`config.mk`:
```
export PLATFORM = sky130hd
export DESIGN_NAME = usart_char_engine
export DESIGN_NICKNAME = d
export VERILOG_FILES = /design/src/hw/usart_char_pkg.sv /design/src/hw/pin_sync3.sv /design/src/hw/usart_char_engine.sv /design/src/hw/word_fifo.sv
export SDC_FILE = /design/constraint.sdc
export NUM_CORES = 1
export LEC_CHECK = 0
export BUFFER_PORTS_ARGS = -buffer_cell sky130_fd_sc_hd__buf_2
export CAP_MARGIN = 0
export CORE_MARGIN = 3
export CORE_UTILIZATION = 45
export DETAILED_ROUTE_END_ITERATION = 10
export MAX_ROUTING_LAYER = met4
export PLACE_DENSITY = 0.61
export SYNTH_ARGS = -nofsm -noshare
export SYNTH_HDL_FRONTEND = slang
export SYNTH_SLANG_ARGS = --single-unit
```
`constraint.sdc`:
```
create_clock -name clk_in -period 3.1 [get_ports clk_in]
set_input_delay 0.31 -clock clk_in [delete_from_list [all_inputs] [get_ports clk_in]]
set_output_delay 0.31 -clock clk_in [all_outputs]
set_load 0.02 [all_outputs]
```
`src/hw/usart_char_pkg.sv`:
```
// Purpose: shared constants and state types of the character engine
// Assumes: one 250 MHz clock, mode settings held steady between characters
// Notes:   mode word field positions and encodings live only here
package usart_char_pkg;

  localparam int          FIFO_WIDTH      = 9;
  localparam int          FIFO_DEPTH      = 32;
  localparam int          MODE_W          = 16;
  localparam int          DIV_W           = 16;
  localparam int          LIMIT_W         = 16;
  localparam int          GAP_W           = 8;

  // mode word layout
  localparam int          CHAR_LEN_LSB    = 6;
  localparam int          CLOCKED_BIT     = 8;
  localparam int          CHECK_TYPE_LSB  = 9;
  localparam int          STOP_CNT_LSB    = 12;

  localparam logic [2:0]  CHECK_EVEN      = 3'h0;
  localparam logic [2:0]  CHECK_ODD       = 3'h1;
  localparam logic [2:0]  CHECK_SPACE     = 3'h2;
  localparam logic [2:0]  CHECK_MARK      = 3'h3;
  localparam logic [1:0]  CHECK_NONE_HI   = 2'h2;
  localparam logic [1:0]  CHECK_DROP_HI   = 2'h3;
  localparam logic [1:0]  STOP_ONE_HALF   = 2'h1;
  localparam logic [1:0]  STOP_TWO        = 2'h2;

  localparam logic [3:0]  BASE_DATA_BITS  = 4'h5;
  localparam logic [3:0]  MAX_DATA_BITS   = 4'h8;
  localparam logic [3:0]  START_QUAL      = 4'h7;
  localparam logic [3:0]  SAMPLE_LAST     = 4'hf;
  localparam logic [3:0]  IDLE_STOP_BITS  = 4'ha;
  localparam logic [5:0]  STOP_SUB_ONE    = 6'h10;
  localparam logic [5:0]  STOP_SUB_HALF   = 6'h18;
  localparam logic [5:0]  STOP_SUB_TWO    = 6'h20;

  typedef enum logic [2:0] {RX_IDLE, RX_DATA, RX_CHECK, RX_STOP} rx_state_e;
  typedef enum logic [2:0] {TX_IDLE, TX_START, TX_DATA, TX_CHECK, TX_STOP, TX_GAP} tx_state_e;

endpackage

```
`src/hw/pin_sync3.sv`:
```
// Purpose: three-stage synchroniser with agreement filter for pins
// Assumes: inputs are asynchronous to clk_in
// Notes:   level changes only when stages two and three agree
`timescale 1ns/1ps
module pin_sync3 #(
  parameter int WIDTH = 1
) (
  input  wire logic             clk_in,
  input  wire logic             reset_n_in,
  input  wire logic [WIDTH-1:0] pin_in,
  input  wire logic [WIDTH-1:0] idle_level_in,
  output logic      [WIDTH-1:0] level_out
);
  typedef struct packed {
    logic [WIDTH-1:0] s1;
    logic [WIDTH-1:0] s2;
    logic [WIDTH-1:0] s3;
    logic [WIDTH-1:0] level;
    logic [3:0]       fill;
  } sync_s;

  sync_s st;
  sync_s next_st;

  always_comb begin
    next_st       = st;
    next_st.s1    = pin_in;
    next_st.s2    = st.s1;
    next_st.s3    = st.s2;
    next_st.level = (st.s2 & st.s3) | (st.level & (st.s2 ^ st.s3));
    next_st.fill  = {st.fill[2:0], 1'b1};
  end

  // idle level shown until the stages fill
  always_ff @(posedge clk_in or negedge reset_n_in) begin
    if (!reset_n_in) begin
      st <= '0;
    end else begin
      st <= next_st;
    end
  end

  assign level_out = st.fill[3] ? st.level : idle_level_in;
endmodule // pin_sync3

```
`src/hw/usart_char_engine.sv`:
```
// Purpose: character receive/transmit engine with status flags and silence timer
// Assumes: mode word, divisor, limits steady while characters move
// Notes:   transmit bytes pass a 32-word FIFO ahead of the holding register
//
// How it works
// RQ1: receiver runs asynchronously while mode bit 8 is zero.
// RQ2: start accepted only after low persists more than 7 of 16x samples.
// RQ3: lows of 7/16 bit or shorter are dropped; keep hunting.
// RQ4: first data sample 24 samples after edge, then every 16.
// RQ5: clocked mode samples on each external clock rise; low is start.
// RQ6: finished character goes to holding register, avail flag after stop.
// RQ7: overrun flag set when unread character gets replaced.
// RQ8: parity checked per check type; mismatch sets check error flag.
// RQ9: stop error when stop bit low and some data bit high.
// RQ10: idle drops on start, rises after 10 stop-bit times.
// RQ11: zero silence limit disables receive time-out entirely.
// RQ12: counter loads after first char, decrements per bit (per 16 external clocks clocked), reload per byte.
// RQ13: arm command starts waiting; counting needs arm, char, nonzero limit.
// RQ14: time-out is value bit periods, or value times 16 clocks clocked.
// RQ15: transmitter sends start, data LSB first, parity, stop bits.
// RQ16: data bit count and stop count come from mode word fields.
// RQ17: even parity is data XOR; odd parity is its inverse.
// RQ18: holding byte moves to shifter when empty; hold-free flag follows.
// RQ19: all-done flag set when shifter and holding both empty.
// RQ20: nonzero gap holds line high that many bits after each byte.
// RQ21: multi-drop receive flags high parity bit; cleared by flag clear.
// RQ22: after send-address command next byte gets parity set, later cleared.
// RQ23: 16x sample tick is clock divided by divisor; zero stops it.
// RQ24: reading received character clears avail so overrun is recognised.
`timescale 1ns/1ps
module usart_char_engine
  import usart_char_pkg::*;
(
  input  wire logic               clk_in,
  input  wire logic               reset_n_in,
  input  wire logic               rx_line_in,
  input  wire logic               serial_ext_clock_in,
  output logic                    tx_line_out,
  input  wire logic [MODE_W-1:0]  mode_config_reg_in,
  input  wire logic [DIV_W-1:0]   divisor_in,
  input  wire logic [LIMIT_W-1:0] idle_limit_value_in,
  input  wire logic [GAP_W-1:0]   tx_gap_reg_in,
  input  wire logic               arm_silence_cmd_in,
  input  wire logic               send_addr_cmd_in,
  input  wire logic               flag_clear_in,
  input  wire logic               rx_read_in,
  output logic      [7:0]         receive_holding_reg_out,
  output logic                    rx_char_avail_out,
  output logic                    overrun_flag_out,
  output logic                    check_bit_error_flag_out,
  output logic                    stop_bit_error_flag_out,
  output logic                    rx_idle_out,
  output logic                    rx_silence_flag_out,
  input  wire logic [7:0]         tx_data_in,
  input  wire logic               tx_valid_in,
  output logic                    tx_ready_out,
  output logic                    tx_hold_free_flag_out,
  output logic                    tx_all_done_flag_out
);
  typedef struct packed {
    logic [DIV_W-1:0]   div_cnt;
    logic [3:0]         sub_cnt;
    logic               ext_prev;
    rx_state_e          rx_st;
    logic [3:0]         rx_qual;
    logic [3:0]         rx_phase;
    logic [3:0]         rx_idx;
    logic [7:0]         rx_shift;
    logic               rx_check;
    logic [7:0]         rhr;
    logic               avail;
    logic               overrun;
    logic               check_err;
    logic               stop_err;
    logic               idle;
    logic [3:0]         idle_cnt;
    logic               armed;
    logic               running;
    logic               silence;
    logic [LIMIT_W-1:0] silence_cnt;
    logic [8:0]         hold;
    logic               hold_valid;
    logic               addr_pend;
    tx_state_e          tx_st;
    logic [7:0]         tx_shift;
    logic               tx_check;
    logic [3:0]         tx_idx;
    logic [5:0]         tx_sub;
    logic [GAP_W-1:0]   gap_cnt;
    logic               tx_line;
    logic               all_done;
  } engine_s;

  engine_s st;
  engine_s next_st;

  logic [1:0] pin_level;
  logic       rx_lvl;
  logic       ext_lvl;
  logic       fifo_ready;
  logic [8:0] fifo_data;
  logic       fifo_valid;
  logic       fifo_take;

  pin_sync3 #(.WIDTH(2)) u_pin_sync (
    .clk_in        (clk_in),
    .reset_n_in    (reset_n_in),
    .pin_in        ({serial_ext_clock_in, rx_line_in}),
    .idle_level_in (2'h1),
    .level_out     (pin_level)
  );

  // rx pin reads high and external clock pin reads low until the synchroniser fills
  assign rx_lvl  = pin_level[0];
  assign ext_lvl = pin_level[1];

  word_fifo #(.WIDTH(FIFO_WIDTH), .DEPTH(FIFO_DEPTH)) u_tx_fifo (
    .clk_in       (clk_in),
    .reset_n_in   (reset_n_in),
    .wr_data_in   ({st.addr_pend, tx_data_in}),
    .wr_valid_in  (tx_valid_in),
    .wr_ready_out (fifo_ready),
    .rd_data_out  (fifo_data),
    .rd_valid_out (fifo_valid),
    .rd_ready_in  (fifo_take)
  );

  // holding register refills from the fifo only once it has been emptied
  assign fifo_take    = !st.hold_valid;
  assign tx_ready_out = fifo_ready;

  function automatic logic check_value(input logic [2:0] kind, input logic [7:0] data,
                                       input logic addr);
    logic v;
    v = 1'b0;
    case (kind)
      CHECK_EVEN:  v = ^data;
      CHECK_ODD:   v = ~^data;
      CHECK_SPACE: v = 1'b0;
      CHECK_MARK:  v = 1'b1;
      default:     v = addr;
    endcase
    return v;
  endfunction

  logic             clocked;
  logic [3:0]       n_bits;
  logic [2:0]       check_kind;
  logic [1:0]       stop_kind;
  logic             check_on;
  logic             multi_drop;
  logic [7:0]       data_mask;
  logic             ext_rise;
  logic             tick16;
  logic             sub_tick;
  logic             slow_tick;
  logic             bit_tick;
  logic             rx_sample;
  logic             char_done;
  logic [7:0]       rx_data;
  logic [5:0]       stop_sub;
  logic [3:0]       stop_bits_m1;
  logic             stop_done;

  // RQ16: field decode
  assign n_bits     = 4'(mode_config_reg_in[CHAR_LEN_LSB +: 2]) + BASE_DATA_BITS;
  assign check_kind = mode_config_reg_in[CHECK_TYPE_LSB +: 3];
  assign stop_kind  = mode_config_reg_in[STOP_CNT_LSB +: 2];
  // RQ1: mode select
  assign clocked    = mode_config_reg_in[CLOCKED_BIT];
  assign check_on   = (check_kind[2:1] != CHECK_NONE_HI);
  assign multi_drop = (check_kind[2:1] == CHECK_DROP_HI);
  assign data_mask  = 8'hff >> (MAX_DATA_BITS - n_bits);

  assign ext_rise  = ext_lvl && !st.ext_prev;
  // RQ23: divided sample tick
  assign tick16    = !clocked && (divisor_in != '0) && (st.div_cnt == divisor_in - 1'b1);
  assign sub_tick  = clocked ? ext_rise : tick16;
  // RQ14: timer step, one bit async or 16 external clocks when clocked
  assign slow_tick = sub_tick && (st.sub_cnt == SAMPLE_LAST);
  assign bit_tick  = clocked ? ext_rise : slow_tick;

  // RQ4: mid-bit sample point
  // RQ5: clocked sample point
  assign rx_sample = clocked ? ext_rise : (tick16 && st.rx_phase == SAMPLE_LAST);
  assign char_done = (st.rx_st == RX_STOP) && rx_sample;
  assign rx_data   = st.rx_shift >> (MAX_DATA_BITS - n_bits);

  assign stop_sub     = (stop_kind == STOP_TWO) ? STOP_SUB_TWO :
                        (stop_kind == STOP_ONE_HALF) ? STOP_SUB_HALF : STOP_SUB_ONE;
  assign stop_bits_m1 = (stop_kind == STOP_TWO) ? 4'h1 : 4'h0;
  assign stop_done    = clocked ? (bit_tick && st.tx_idx == stop_bits_m1)
                                : (sub_tick && st.tx_sub == stop_sub - 1'b1);

  always_comb begin
    next_st          = st;
    next_st.ext_prev = ext_lvl;
    if (clocked || divisor_in == '0 || tick16) begin
      next_st.div_cnt = '0;
    end else begin
      next_st.div_cnt = st.div_cnt + 1'b1;
    end
    if (sub_tick) begin
      next_st.sub_cnt = st.sub_cnt + 1'b1;
    end

    // receiver
    if (st.rx_st != RX_IDLE && tick16) begin
      next_st.rx_phase = st.rx_phase + 1'b1;
    end
    case (st.rx_st)
      RX_IDLE: begin
        if (clocked) begin
          next_st.rx_qual = '0;
          if (ext_rise && !rx_lvl) begin
            next_st.rx_st  = RX_DATA;
            next_st.rx_idx = '0;
            next_st.idle   = 1'b0;
          end
        end else if (tick16) begin
          if (rx_lvl) begin
            // RQ3: short low discarded
            next_st.rx_qual = '0;
          end else if (st.rx_qual == START_QUAL) begin
            // RQ2: eighth low sample qualifies start
            next_st.rx_st    = RX_DATA;
            next_st.rx_qual  = '0;
            next_st.rx_phase = '0;
            next_st.rx_idx   = '0;
            next_st.idle     = 1'b0;
          end else begin
            next_st.rx_qual = st.rx_qual + 1'b1;
          end
        end
      end
      RX_DATA: begin
        if (rx_sample) begin
          next_st.rx_shift = {rx_lvl, st.rx_shift[7:1]};
          next_st.rx_idx   = st.rx_idx + 1'b1;
          if (st.rx_idx == n_bits - 1'b1) begin
            next_st.rx_st = check_on ? RX_CHECK : RX_STOP;
          end
        end
      end
      RX_CHECK: begin
        if (rx_sample) begin
          next_st.rx_check = rx_lvl;
          next_st.rx_st    = RX_STOP;
        end
      end
      RX_STOP: begin
        if (rx_sample) begin
          next_st.rx_st    = RX_IDLE;
          next_st.idle_cnt = '0;
        end
      end
      default: begin
        next_st.rx_st = RX_IDLE;
      end
    endcase

    // flags: software clears first so a same-cycle event still sets
    // RQ24: read clears avail
    if (rx_read_in) begin
      next_st.avail = 1'b0;
    end
    // RQ21: clear through flag clear
    if (flag_clear_in) begin
      next_st.overrun   = 1'b0;
      next_st.check_err = 1'b0;
      next_st.stop_err  = 1'b0;
      next_st.silence   = 1'b0;
    end
    if (char_done) begin
      // RQ6: transfer and avail
      next_st.rhr   = rx_data;
      next_st.avail = 1'b1;
      // RQ7: unread character replaced
      if (st.avail && !rx_read_in) begin
        next_st.overrun = 1'b1;
      end
      // RQ9: framing check
      if (!rx_lvl && (rx_data != '0)) begin
        next_st.stop_err = 1'b1;
      end
      // RQ21: address byte marks error
      if (multi_drop && st.rx_check) begin
        next_st.check_err = 1'b1;
      end
      // RQ8: parity compare
      if (check_on && !multi_drop && st.rx_check != check_value(check_kind, rx_data, 1'b0)) begin
        next_st.check_err = 1'b1;
      end
    end

    // RQ10: idle after ten stop-bit times
    if (st.rx_st == RX_IDLE && !st.idle && bit_tick) begin
      if (!rx_lvl) begin
        next_st.idle_cnt = '0;
      end else if (st.idle_cnt == IDLE_STOP_BITS - 1'b1) begin
        next_st.idle = 1'b1;
      end else begin
        next_st.idle_cnt = st.idle_cnt + 1'b1;
      end
    end

    // silence timer
    // RQ13: arm restarts the wait
    if (arm_silence_cmd_in) begin
      next_st.armed   = 1'b1;
      next_st.running = 1'b0;
    end
    if (idle_limit_value_in == '0) begin
      // RQ11: no detection
      next_st.running = 1'b0;
    end else if (char_done && (next_st.armed || st.running)) begin
      // RQ12: load or reload per byte
      next_st.running     = 1'b1;
      next_st.armed       = 1'b0;
      next_st.silence_cnt = idle_limit_value_in;
    end else if (st.running && slow_tick && !arm_silence_cmd_in) begin
      // RQ12: decrement, flag at zero
      next_st.silence_cnt = st.silence_cnt - 1'b1;
      if (st.silence_cnt == 16'h0001) begin
        next_st.silence = 1'b1;
        next_st.running = 1'b0;
      end
    end

    // transmitter
    // RQ22: pending address tag rides with the next accepted byte
    if (tx_valid_in && fifo_ready) begin
      next_st.addr_pend = 1'b0;
    end
    if (send_addr_cmd_in) begin
      next_st.addr_pend = 1'b1;
    end
    if (fifo_take && fifo_valid) begin
      next_st.hold       = fifo_data;
      next_st.hold_valid = 1'b1;
    end
    case (st.tx_st)
      TX_IDLE: begin
        next_st.tx_line = 1'b1;
        // RQ18: hold to shifter once empty
        if (st.hold_valid && bit_tick) begin
          next_st.tx_shift   = st.hold[7:0] & data_mask;
          // RQ17: parity from data sum
          // RQ22: address mark as parity bit
          next_st.tx_check   = check_value(check_kind, st.hold[7:0] & data_mask, st.hold[8]);
          next_st.hold_valid = 1'b0;
          next_st.tx_line    = 1'b0;
          next_st.tx_st      = TX_START;
        end
      end
      TX_START: begin
        // RQ15: LSB first
        if (bit_tick) begin
          next_st.tx_line  = st.tx_shift[0];
          next_st.tx_shift = st.tx_shift >> 1;
          next_st.tx_idx   = '0;
          next_st.tx_st    = TX_DATA;
        end
      end
      TX_DATA: begin
        if (bit_tick) begin
          next_st.tx_idx = st.tx_idx + 1'b1;
          if (st.tx_idx == n_bits - 1'b1) begin
            next_st.tx_idx = '0;
            next_st.tx_sub = '0;
            next_st.tx_line = check_on ? st.tx_check : 1'b1;
            next_st.tx_st   = check_on ? TX_CHECK : TX_STOP;
          end else begin
            next_st.tx_line  = st.tx_shift[0];
            next_st.tx_shift = st.tx_shift >> 1;
          end
        end
      end
      TX_CHECK: begin
        if (bit_tick) begin
          next_st.tx_line = 1'b1;
          next_st.tx_sub  = '0;
          next_st.tx_idx  = '0;
          next_st.tx_st   = TX_STOP;
        end
      end
      TX_STOP: begin
        if (sub_tick) begin
          next_st.tx_sub = st.tx_sub + 1'b1;
        end
        if (bit_tick) begin
          next_st.tx_idx = st.tx_idx + 1'b1;
        end
        // RQ16: stop length
        if (stop_done) begin
          next_st.gap_cnt = '0;
          // RQ20: optional gap
          next_st.tx_st   = (tx_gap_reg_in != '0) ? TX_GAP : TX_IDLE;
        end
      end
      TX_GAP: begin
        next_st.tx_line = 1'b1;
        if (bit_tick) begin
          if (st.gap_cnt == tx_gap_reg_in - 1'b1) begin
            next_st.tx_st = TX_IDLE;
          end else begin
            next_st.gap_cnt = st.gap_cnt + 1'b1;
          end
        end
      end
      default: begin
        next_st.tx_st   = TX_IDLE;
        next_st.tx_line = 1'b1;
      end
    endcase
    // RQ19: everything drained
    next_st.all_done = (next_st.tx_st == TX_IDLE) && !next_st.hold_valid && !fifo_valid;
  end

  always_ff @(posedge clk_in or negedge reset_n_in) begin
    if (!reset_n_in) begin
      st          <= '0;
      st.idle     <= 1'b1;
      st.tx_line  <= 1'b1;
      st.all_done <= 1'b1;
    end else begin
      st <= next_st;
    end
  end

  assign tx_line_out              = st.tx_line;
  assign receive_holding_reg_out  = st.rhr;
  assign rx_char_avail_out        = st.avail;
  assign overrun_flag_out         = st.overrun;
  assign check_bit_error_flag_out = st.check_err;
  assign stop_bit_error_flag_out  = st.stop_err;
  assign rx_idle_out              = st.idle;
  assign rx_silence_flag_out      = st.silence;
  assign tx_hold_free_flag_out    = !st.hold_valid;
  assign tx_all_done_flag_out     = st.all_done;
endmodule // usart_char_engine

```
`src/hw/word_fifo.sv`:
```
// Purpose: synchronous FIFO with valid/ready on both sides
// Assumes: single clock
// Notes:   full and empty come straight from the occupancy count
`timescale 1ns/1ps
module word_fifo #(
  parameter int WIDTH = 9,
  parameter int DEPTH = 32
) (
  input  wire logic             clk_in,
  input  wire logic             reset_n_in,
  input  wire logic [WIDTH-1:0] wr_data_in,
  input  wire logic             wr_valid_in,
  output logic                  wr_ready_out,
  output logic      [WIDTH-1:0] rd_data_out,
  output logic                  rd_valid_out,
  input  wire logic             rd_ready_in
);
  localparam int AW = $clog2(DEPTH);

  typedef struct packed {
    logic [DEPTH-1:0][WIDTH-1:0] mem;
    logic [AW-1:0]               wptr;
    logic [AW-1:0]               rptr;
    logic [AW:0]                 count;
  } fifo_s;

  fifo_s st;
  fifo_s next_st;
  logic  push;
  logic  pop;

  assign wr_ready_out = (st.count != (AW+1)'(DEPTH));
  assign rd_valid_out = (st.count != '0);
  assign rd_data_out  = st.mem[st.rptr];
  assign push         = wr_valid_in && wr_ready_out;
  assign pop          = rd_valid_out && rd_ready_in;

  always_comb begin
    next_st = st;
    if (push) begin
      next_st.mem[st.wptr] = wr_data_in;
      next_st.wptr         = st.wptr + 1'b1;
    end
    if (pop) begin
      next_st.rptr = st.rptr + 1'b1;
    end
    next_st.count = st.count + (AW+1)'(push) - (AW+1)'(pop);
  end

  always_ff @(posedge clk_in or negedge reset_n_in) begin
    if (!reset_n_in) begin
      st <= '0;
    end else begin
      st <= next_st;
    end
  end
endmodule // word_fifo

```
; Yosys cells after proc, flatten, opt, wreduce, memory -nomap -nowiden
; Index checks and enable logic that the tools add are counted.
[classes]
reduce_logical = 75
n_eq_ne = 47
n_shift = 2
n_addsub = 20
magnitude_cmp = 3
n_bitwise = 7
muxes = 107
[op_table]
columns = op, n
row1 = $bwmux 288, 1
row2 = $mux 4, 15
row3 = $mux 8, 6
row4 = $bmux 9 s5, 1
row5 = $demux 9 s5, 1
row6 = $mux 3, 15
row7 = $mux 1, 37
row8 = $logic_not 16->1, 2
row9 = $mux 16, 2
row10 = $ne 2x2->1 const B, 16
row11 = $sub 16x1->16 const B, 2
row12 = $mux 10, 3
row13 = $logic_and 1x1->1, 26
row14 = $add 4x1->4 const B, 6
row15 = $mux 12, 2
row16 = $pmux 8 s3, 1
row17 = $mux 11, 2
row18 = $eq 3x2->1 const B, 6
row19 = $mux 18, 1
row20 = $mux 9, 2
row21 = $pmux 3 s6, 1
row22 = $pmux 6 s3, 1
row23 = $mux 17, 1
row24 = $add 16x1->16 const B, 1
row25 = other kinds (62), 110
[word_totals]
ff_bits = 440
in_bits = 73
word_cells = 332
out_inout_bits = 18

; Depth between registers and ports, before layout
[logic_depth]
word_depth = 13
depth_mapped = 16

; Hierarchy
; From an unflattened synthesis, not the netlist that was laid out.
[hier_totals]
cells_unflattened = 1814
area_unflattened_um2 = 22401.5
[modules_own_cells]
columns = module, cells_each, area_per_inst_um2, instances
row1 = word_fifo, 923, 14091.0, 1
row2 = usart_char_engine, 872, 7943.9, 1
row3 = pin_sync3, 19, 366.6, 1

; Worst setup path after synthesis
; No wires, ideal clock.
[synth_timing]
kind = input-to-reg
from = input port mode_config_reg_in[6]
to = register st (netlist bit check_bit_error_flag_out)
n_path_buf = 2
required_time_ns = 2.972
stages = 15
arrival_ns = 3.057
path_slack_ns = -0.085
path_cell_list = clkbuf_1 inv_1 ha_1 clkbuf_1 mux4_2 inv_1 ha_1 xnor2_1 xnor2_1 nor2_1 nor3_1 a31oi_1 a21oi_1 a31oi_1 o22ai_1
[synth_rtl]
columns = item, line_no
row1 = from (decl), usart_char_engine.sv:39  ; input wire logic [MODE_W-1:0] mode_config_reg_in,
row2 = to (signal assigned), usart_char_engine.sv:427  ; st <= next_st;
row3 = to (decl), usart_char_engine.sv:94  ; engine_s st;

==> impl_metrics.py <==
metrics = {
    "outcome": {
        "status": "completed",
    },
    "placement": {
        "dp_hpwl_mm": 34.48,
        "gp_routability_congestion": 0.8552,
        "setup_slack_placement_ps": -135.9,
        "post_dp_area_sq_um": 23640,
        "port_buffers": 82,
    },
    "pwr": {
        "power_per_cell_area_nw_per_um2": 794.7,
        "irDropWorstVdd_mv": 0.5151,
        "fin_total_pwr_w": 0.02026,
        "leakage_power_total_nw": 11.39,
    },
    "timing": {
        "period_share_pct": 96.19,
        "worst_clock_skew_ps": 20.50,
        "tightest_slew_ps": 1066,
        "final_hold_slack_ps": 14.30,
        "grt_setup_unrepaired": "yes",
        "post-route-worst-setup-slack_ps": 118.0,
        "final-max-slew-violation-count": 0,
        "post-route-min-period_ps": 2982,
        "timing.fmax_ghz": 0.3353,
        "slew_headroom_pct": 28.91,
        "timing.final.setup_violations": 0,
        "final_hold_viol_count": 0,
    },
    "synthesis": {
        "yosys.area.top_type_share_pct": 49.42,
        "synth_edf_count": 0,
        "ys_seq_elements": 439,
        "syn_avg_cell_area_sq_um": 12.69,
        "number_of_unique_standard_cell_types_used_by_synthesis": 78,
        "synth.yosys.warnings": 0,
        "synth_top_cells_by_area": "sky130_fd_sc_hd__dfrtp_1 49%, sky130_fd_sc_hd__mux2_2 15%, sky130_fd_sc_hd__mux4_2 9.7%, sky130_fd_sc_hd__ha_1 2.6%, sky130_fd_sc_hd__nand2_1 2.1%",
        "post_synth_inst_count": 1740,
        "yosysSeqAreaShare_pct": 49.78,
        "ys_dominant_reg_cell": "sky130_fd_sc_hd__dfrtp_1",
        "post_synthesis_cell_area_sq_um": 22080,
        "synth_async_sr_flop_share_pct": 100.0,
        "synth_top_cell_by_area": "sky130_fd_sc_hd__dfrtp_1",
        "nets_in_the_synthesized_netlist": 1860,
    },
    "clock_tree": {
        "cts.clk_slew.worst_paths_ps": 60,
        "numCtsBuffers": 48,
        "worst_skew_pair.late_latency_ps": 600,
        "cts-htree-levels": 2,
        "clkSinkCount": 439,
        "clockRootBuffer": "sky130_fd_sc_hd__clkbuf_16",
        "cts-root-to-sink-buffers": 3,
        "clock_tree_from_tritoncts": "built",
    },
    "finish": {
        "fin_area_sq_um": 25500,
        "fin_nets": 2001,
        "share_of_final_layout_standard_cells_stronger_than_drive_strength_1_pct": 35.09,
        "layout.cells.most_common_list": "433 x sky130_fd_sc_hd__dfrtp_1, 299 x sky130_fd_sc_hd__mux2_2, 121 x sky130_fd_sc_hd__nand2_1, 95 x sky130_fd_sc_hd__mux4_2, 81 x sky130_fd_sc_hd__buf_2",
        "area_growth_syn_to_layout_pct": 15.48,
        "mostFrequentLayoutCell": "sky130_fd_sc_hd__dfrtp_1",
        "nFillCells": 4098,
        "antennaDiodeCount": 0,
    },
    "routing": {
        "detail_route.wirelength_mm": 50.41,
        "via_count": 14470,
        "detail_route.first_pass.iterations": 5,
        "wl_per_cell_um": 19.59,
        "ant_nets": 0,
        "drc": 0,
        "avgViaCountPerCell": 5.621,
        "first_iter_violations": 762,
    },
    "critical_path": {
        "worst-endpoint-required_ps": 3620,
        "cells_traversed_along_the_worst_timing_path": "o21ba_2 -> a221oi_2 -> a41oi_1 -> nor4_1 -> o211ai_1 -> buf_12 -> o21ai_1 -> buf_4 -> nand2_1 -> buf_6 -> o22ai_1 -> dlygate4sd3_1",
        "critical_path.max_fanout": 21,
        "path_class": "flop to flop",
        "critPathCaptureType": "flop",
        "crit_path_max_incr_delay_ps": 560,
        "critical_path.startpoint_type": "flop",
        "worst_ep_arrival_time_ps": 3500,
        "crit_slowest_cell": "sky130_fd_sc_hd__dlygate4sd3_1",
    },
    "die": {
        "design.core.area_sq_um": 48150,
        "floorplan.rows": 80,
        "die_area_sq_um": 51750,
        "die_x_um": 227.5,
        "pin_count": 91,
        "die_h_um": 227.5,
        "initial_core_util_pct": 45.85,
    },
    "grt": {
        "grt_antenna_before_repair": 0,
        "grt_pass1_vias": 14890,
        "track_usage_pct": 20.57,
        "wire_length_of_the_first_global_routing_pass_mm": 81.63,
        "grt_max_degree": 88,
        "grt_overflow_total": 0,
    },
    "run": {
        "maxCapViolations": 0,
    },
    "min_path": {
        "min_path_type": "input pin to flop",
    },
}
-- layout make-up --
class	instances	area, sq um	share of cell area, %
Clock inverter	13	120.1	0.4711
Timing Repair Buffer	192	1455	5.707
Clock buffer	74	1440	5.649
Inverter	50	187.7	0.7361
Tap cell	656	820.8	3.219
Multi-Input combinational cell	1150	10480	41.09
Sequential cell	439	11000	43.13
-- per-layer routing --
metal	wire length, um	global-route usage, %	share of wire (%)	vias to the layer above
li1	-	-	-	6717
met4	1232	6.073	2.4	0
met5	0	-	0	-
met1	23020	27.49	46	7444
met2	24490	33.25	49	239
met3	1669	2.631	3.3	69
-- cell usage after synthesis, types with 3 or more instances --
cell type and count:
sky130_fd_sc_hd__a211oi_1 3, sky130_fd_sc_hd__a22oi_1 13, sky130_fd_sc_hd__nand2b_1 14, sky130_fd_sc_hd__o21ai_1 4, sky130_fd_sc_hd__xnor2_1 44, sky130_fd_sc_hd__buf_4 9
sky130_fd_sc_hd__clkbuf_1 71, sky130_fd_sc_hd__a21oi_1 42, sky130_fd_sc_hd__buf_1 10, sky130_fd_sc_hd__a211o_1 4, sky130_fd_sc_hd__nand3b_1 5, sky130_fd_sc_hd__xor2_1 35
sky130_fd_sc_hd__nor4_1 13, sky130_fd_sc_hd__nand3_1 41, sky130_fd_sc_hd__mux2i_1 11, sky130_fd_sc_hd__o211ai_1 12, sky130_fd_sc_hd__a21o_1 11, sky130_fd_sc_hd__or2_2 4
sky130_fd_sc_hd__o31ai_1 14, sky130_fd_sc_hd__a31oi_1 13, sky130_fd_sc_hd__o21ai_0 57, sky130_fd_sc_hd__o311ai_0 11, sky130_fd_sc_hd__dfstp_2 3, sky130_fd_sc_hd__nand4_1 19
sky130_fd_sc_hd__and2_1 6, sky130_fd_sc_hd__dfrtp_1 436, sky130_fd_sc_hd__ha_1 46, sky130_fd_sc_hd__nor2b_1 7, sky130_fd_sc_hd__and3_1 24, sky130_fd_sc_hd__nand2_1 121
sky130_fd_sc_hd__nor3b_1 5, sky130_fd_sc_hd__or3_1 15, sky130_fd_sc_hd__inv_1 50, sky130_fd_sc_hd__a41oi_1 3, sky130_fd_sc_hd__o22ai_1 7, sky130_fd_sc_hd__buf_2 9
sky130_fd_sc_hd__nor4b_1 5, sky130_fd_sc_hd__a221o_1 4, sky130_fd_sc_hd__mux2_2 299, sky130_fd_sc_hd__nor3_1 26, sky130_fd_sc_hd__mux4_2 95, sky130_fd_sc_hd__nor2_1 70
-- kinds of logic after synthesis --
logic type      after synthesis  synth area share, %
compound gates              227                7.011
buf+inv                     151                2.839
xor+xnor                     79                3.134
mux                         405                25.44
other cells                   1              0.01699
simple gates                391                9.085
flops                       439                49.78
fa+ha+maj                    47                2.698
-- final timing paths --
path / from / endpoint / slack, ps / cells after the start
min in group asynchronous: reset_n_in / st[108]$_DFF_PN0_ / 330 / 2
worst max register to register: st[110]$_DFF_PN0_ / overrun_flag_out$_DFF_PN0_ / 120 / 12
max in group asynchronous: reset_n_in / u_tx_fifo.st[130]$_DFFE_PN0P_ / 1810 / 3
worst min register to register: u_pin_sync.next_st[9]$_DFF_PN0_ / u_pin_sync.next_st[7]$_DFF_PN0_ / 350 / 0
worst min-delay path: idle_limit_value_in[13] / st[56]$_DFFE_PN0P_ / 10 / 3
worst max-delay path: st[110]$_DFF_PN0_ / overrun_flag_out$_DFF_PN0_ / 120 / 12
-- worst max-delay path: cells and delay by family, from the launching register on --
kind	cells	cell delay, ps
buffers and inverters	4	1090
and+or+nand+nor	2	360
AOI/OAI and AO/OA	6	1010
DFF	1	440
-- sequential cells by signal (all words and copies together), names as in the netlist, 5 cells and up --
| register | flops |
|---|---|
| u_tx_fifo.st | 304 |
| st | 107 |
| receive_holding_reg_out | 8 |
| u_pin_sync.next_st | 7 |
| u_pin_sync.st | 5 |
-- power breakdown --
part	internal (W)	switching (W)
Clock	0.00329	0.00234
Combinational	0.00322	0.00248
Sequential	0.00771	0.00122
-- timing repair --
| item | 4_1_cts | 5_1_grt |
|---|---|---|
| endpoints found under the setup margin | 0 | 36 |
| setup buffers | 0 | 8 |
| gates resized for setup | 0 | 4 |
| hold endpoints to repair | 98 | 0 |
| hold buffers | 22 | 0 |
-- per-stage QoR --
step	util [%]	cells	setup TNS (ps)
after floorplan	-	1740	0
after global placement	49.11	2457	-716.0
after detailed placement	49.11	2457	-1609
after CTS	52.81	2566	0
after global routing	52.95	2574	-42.89
final	52.95	2574	0
No activity file was read; power rests on OpenSTA's default activity.
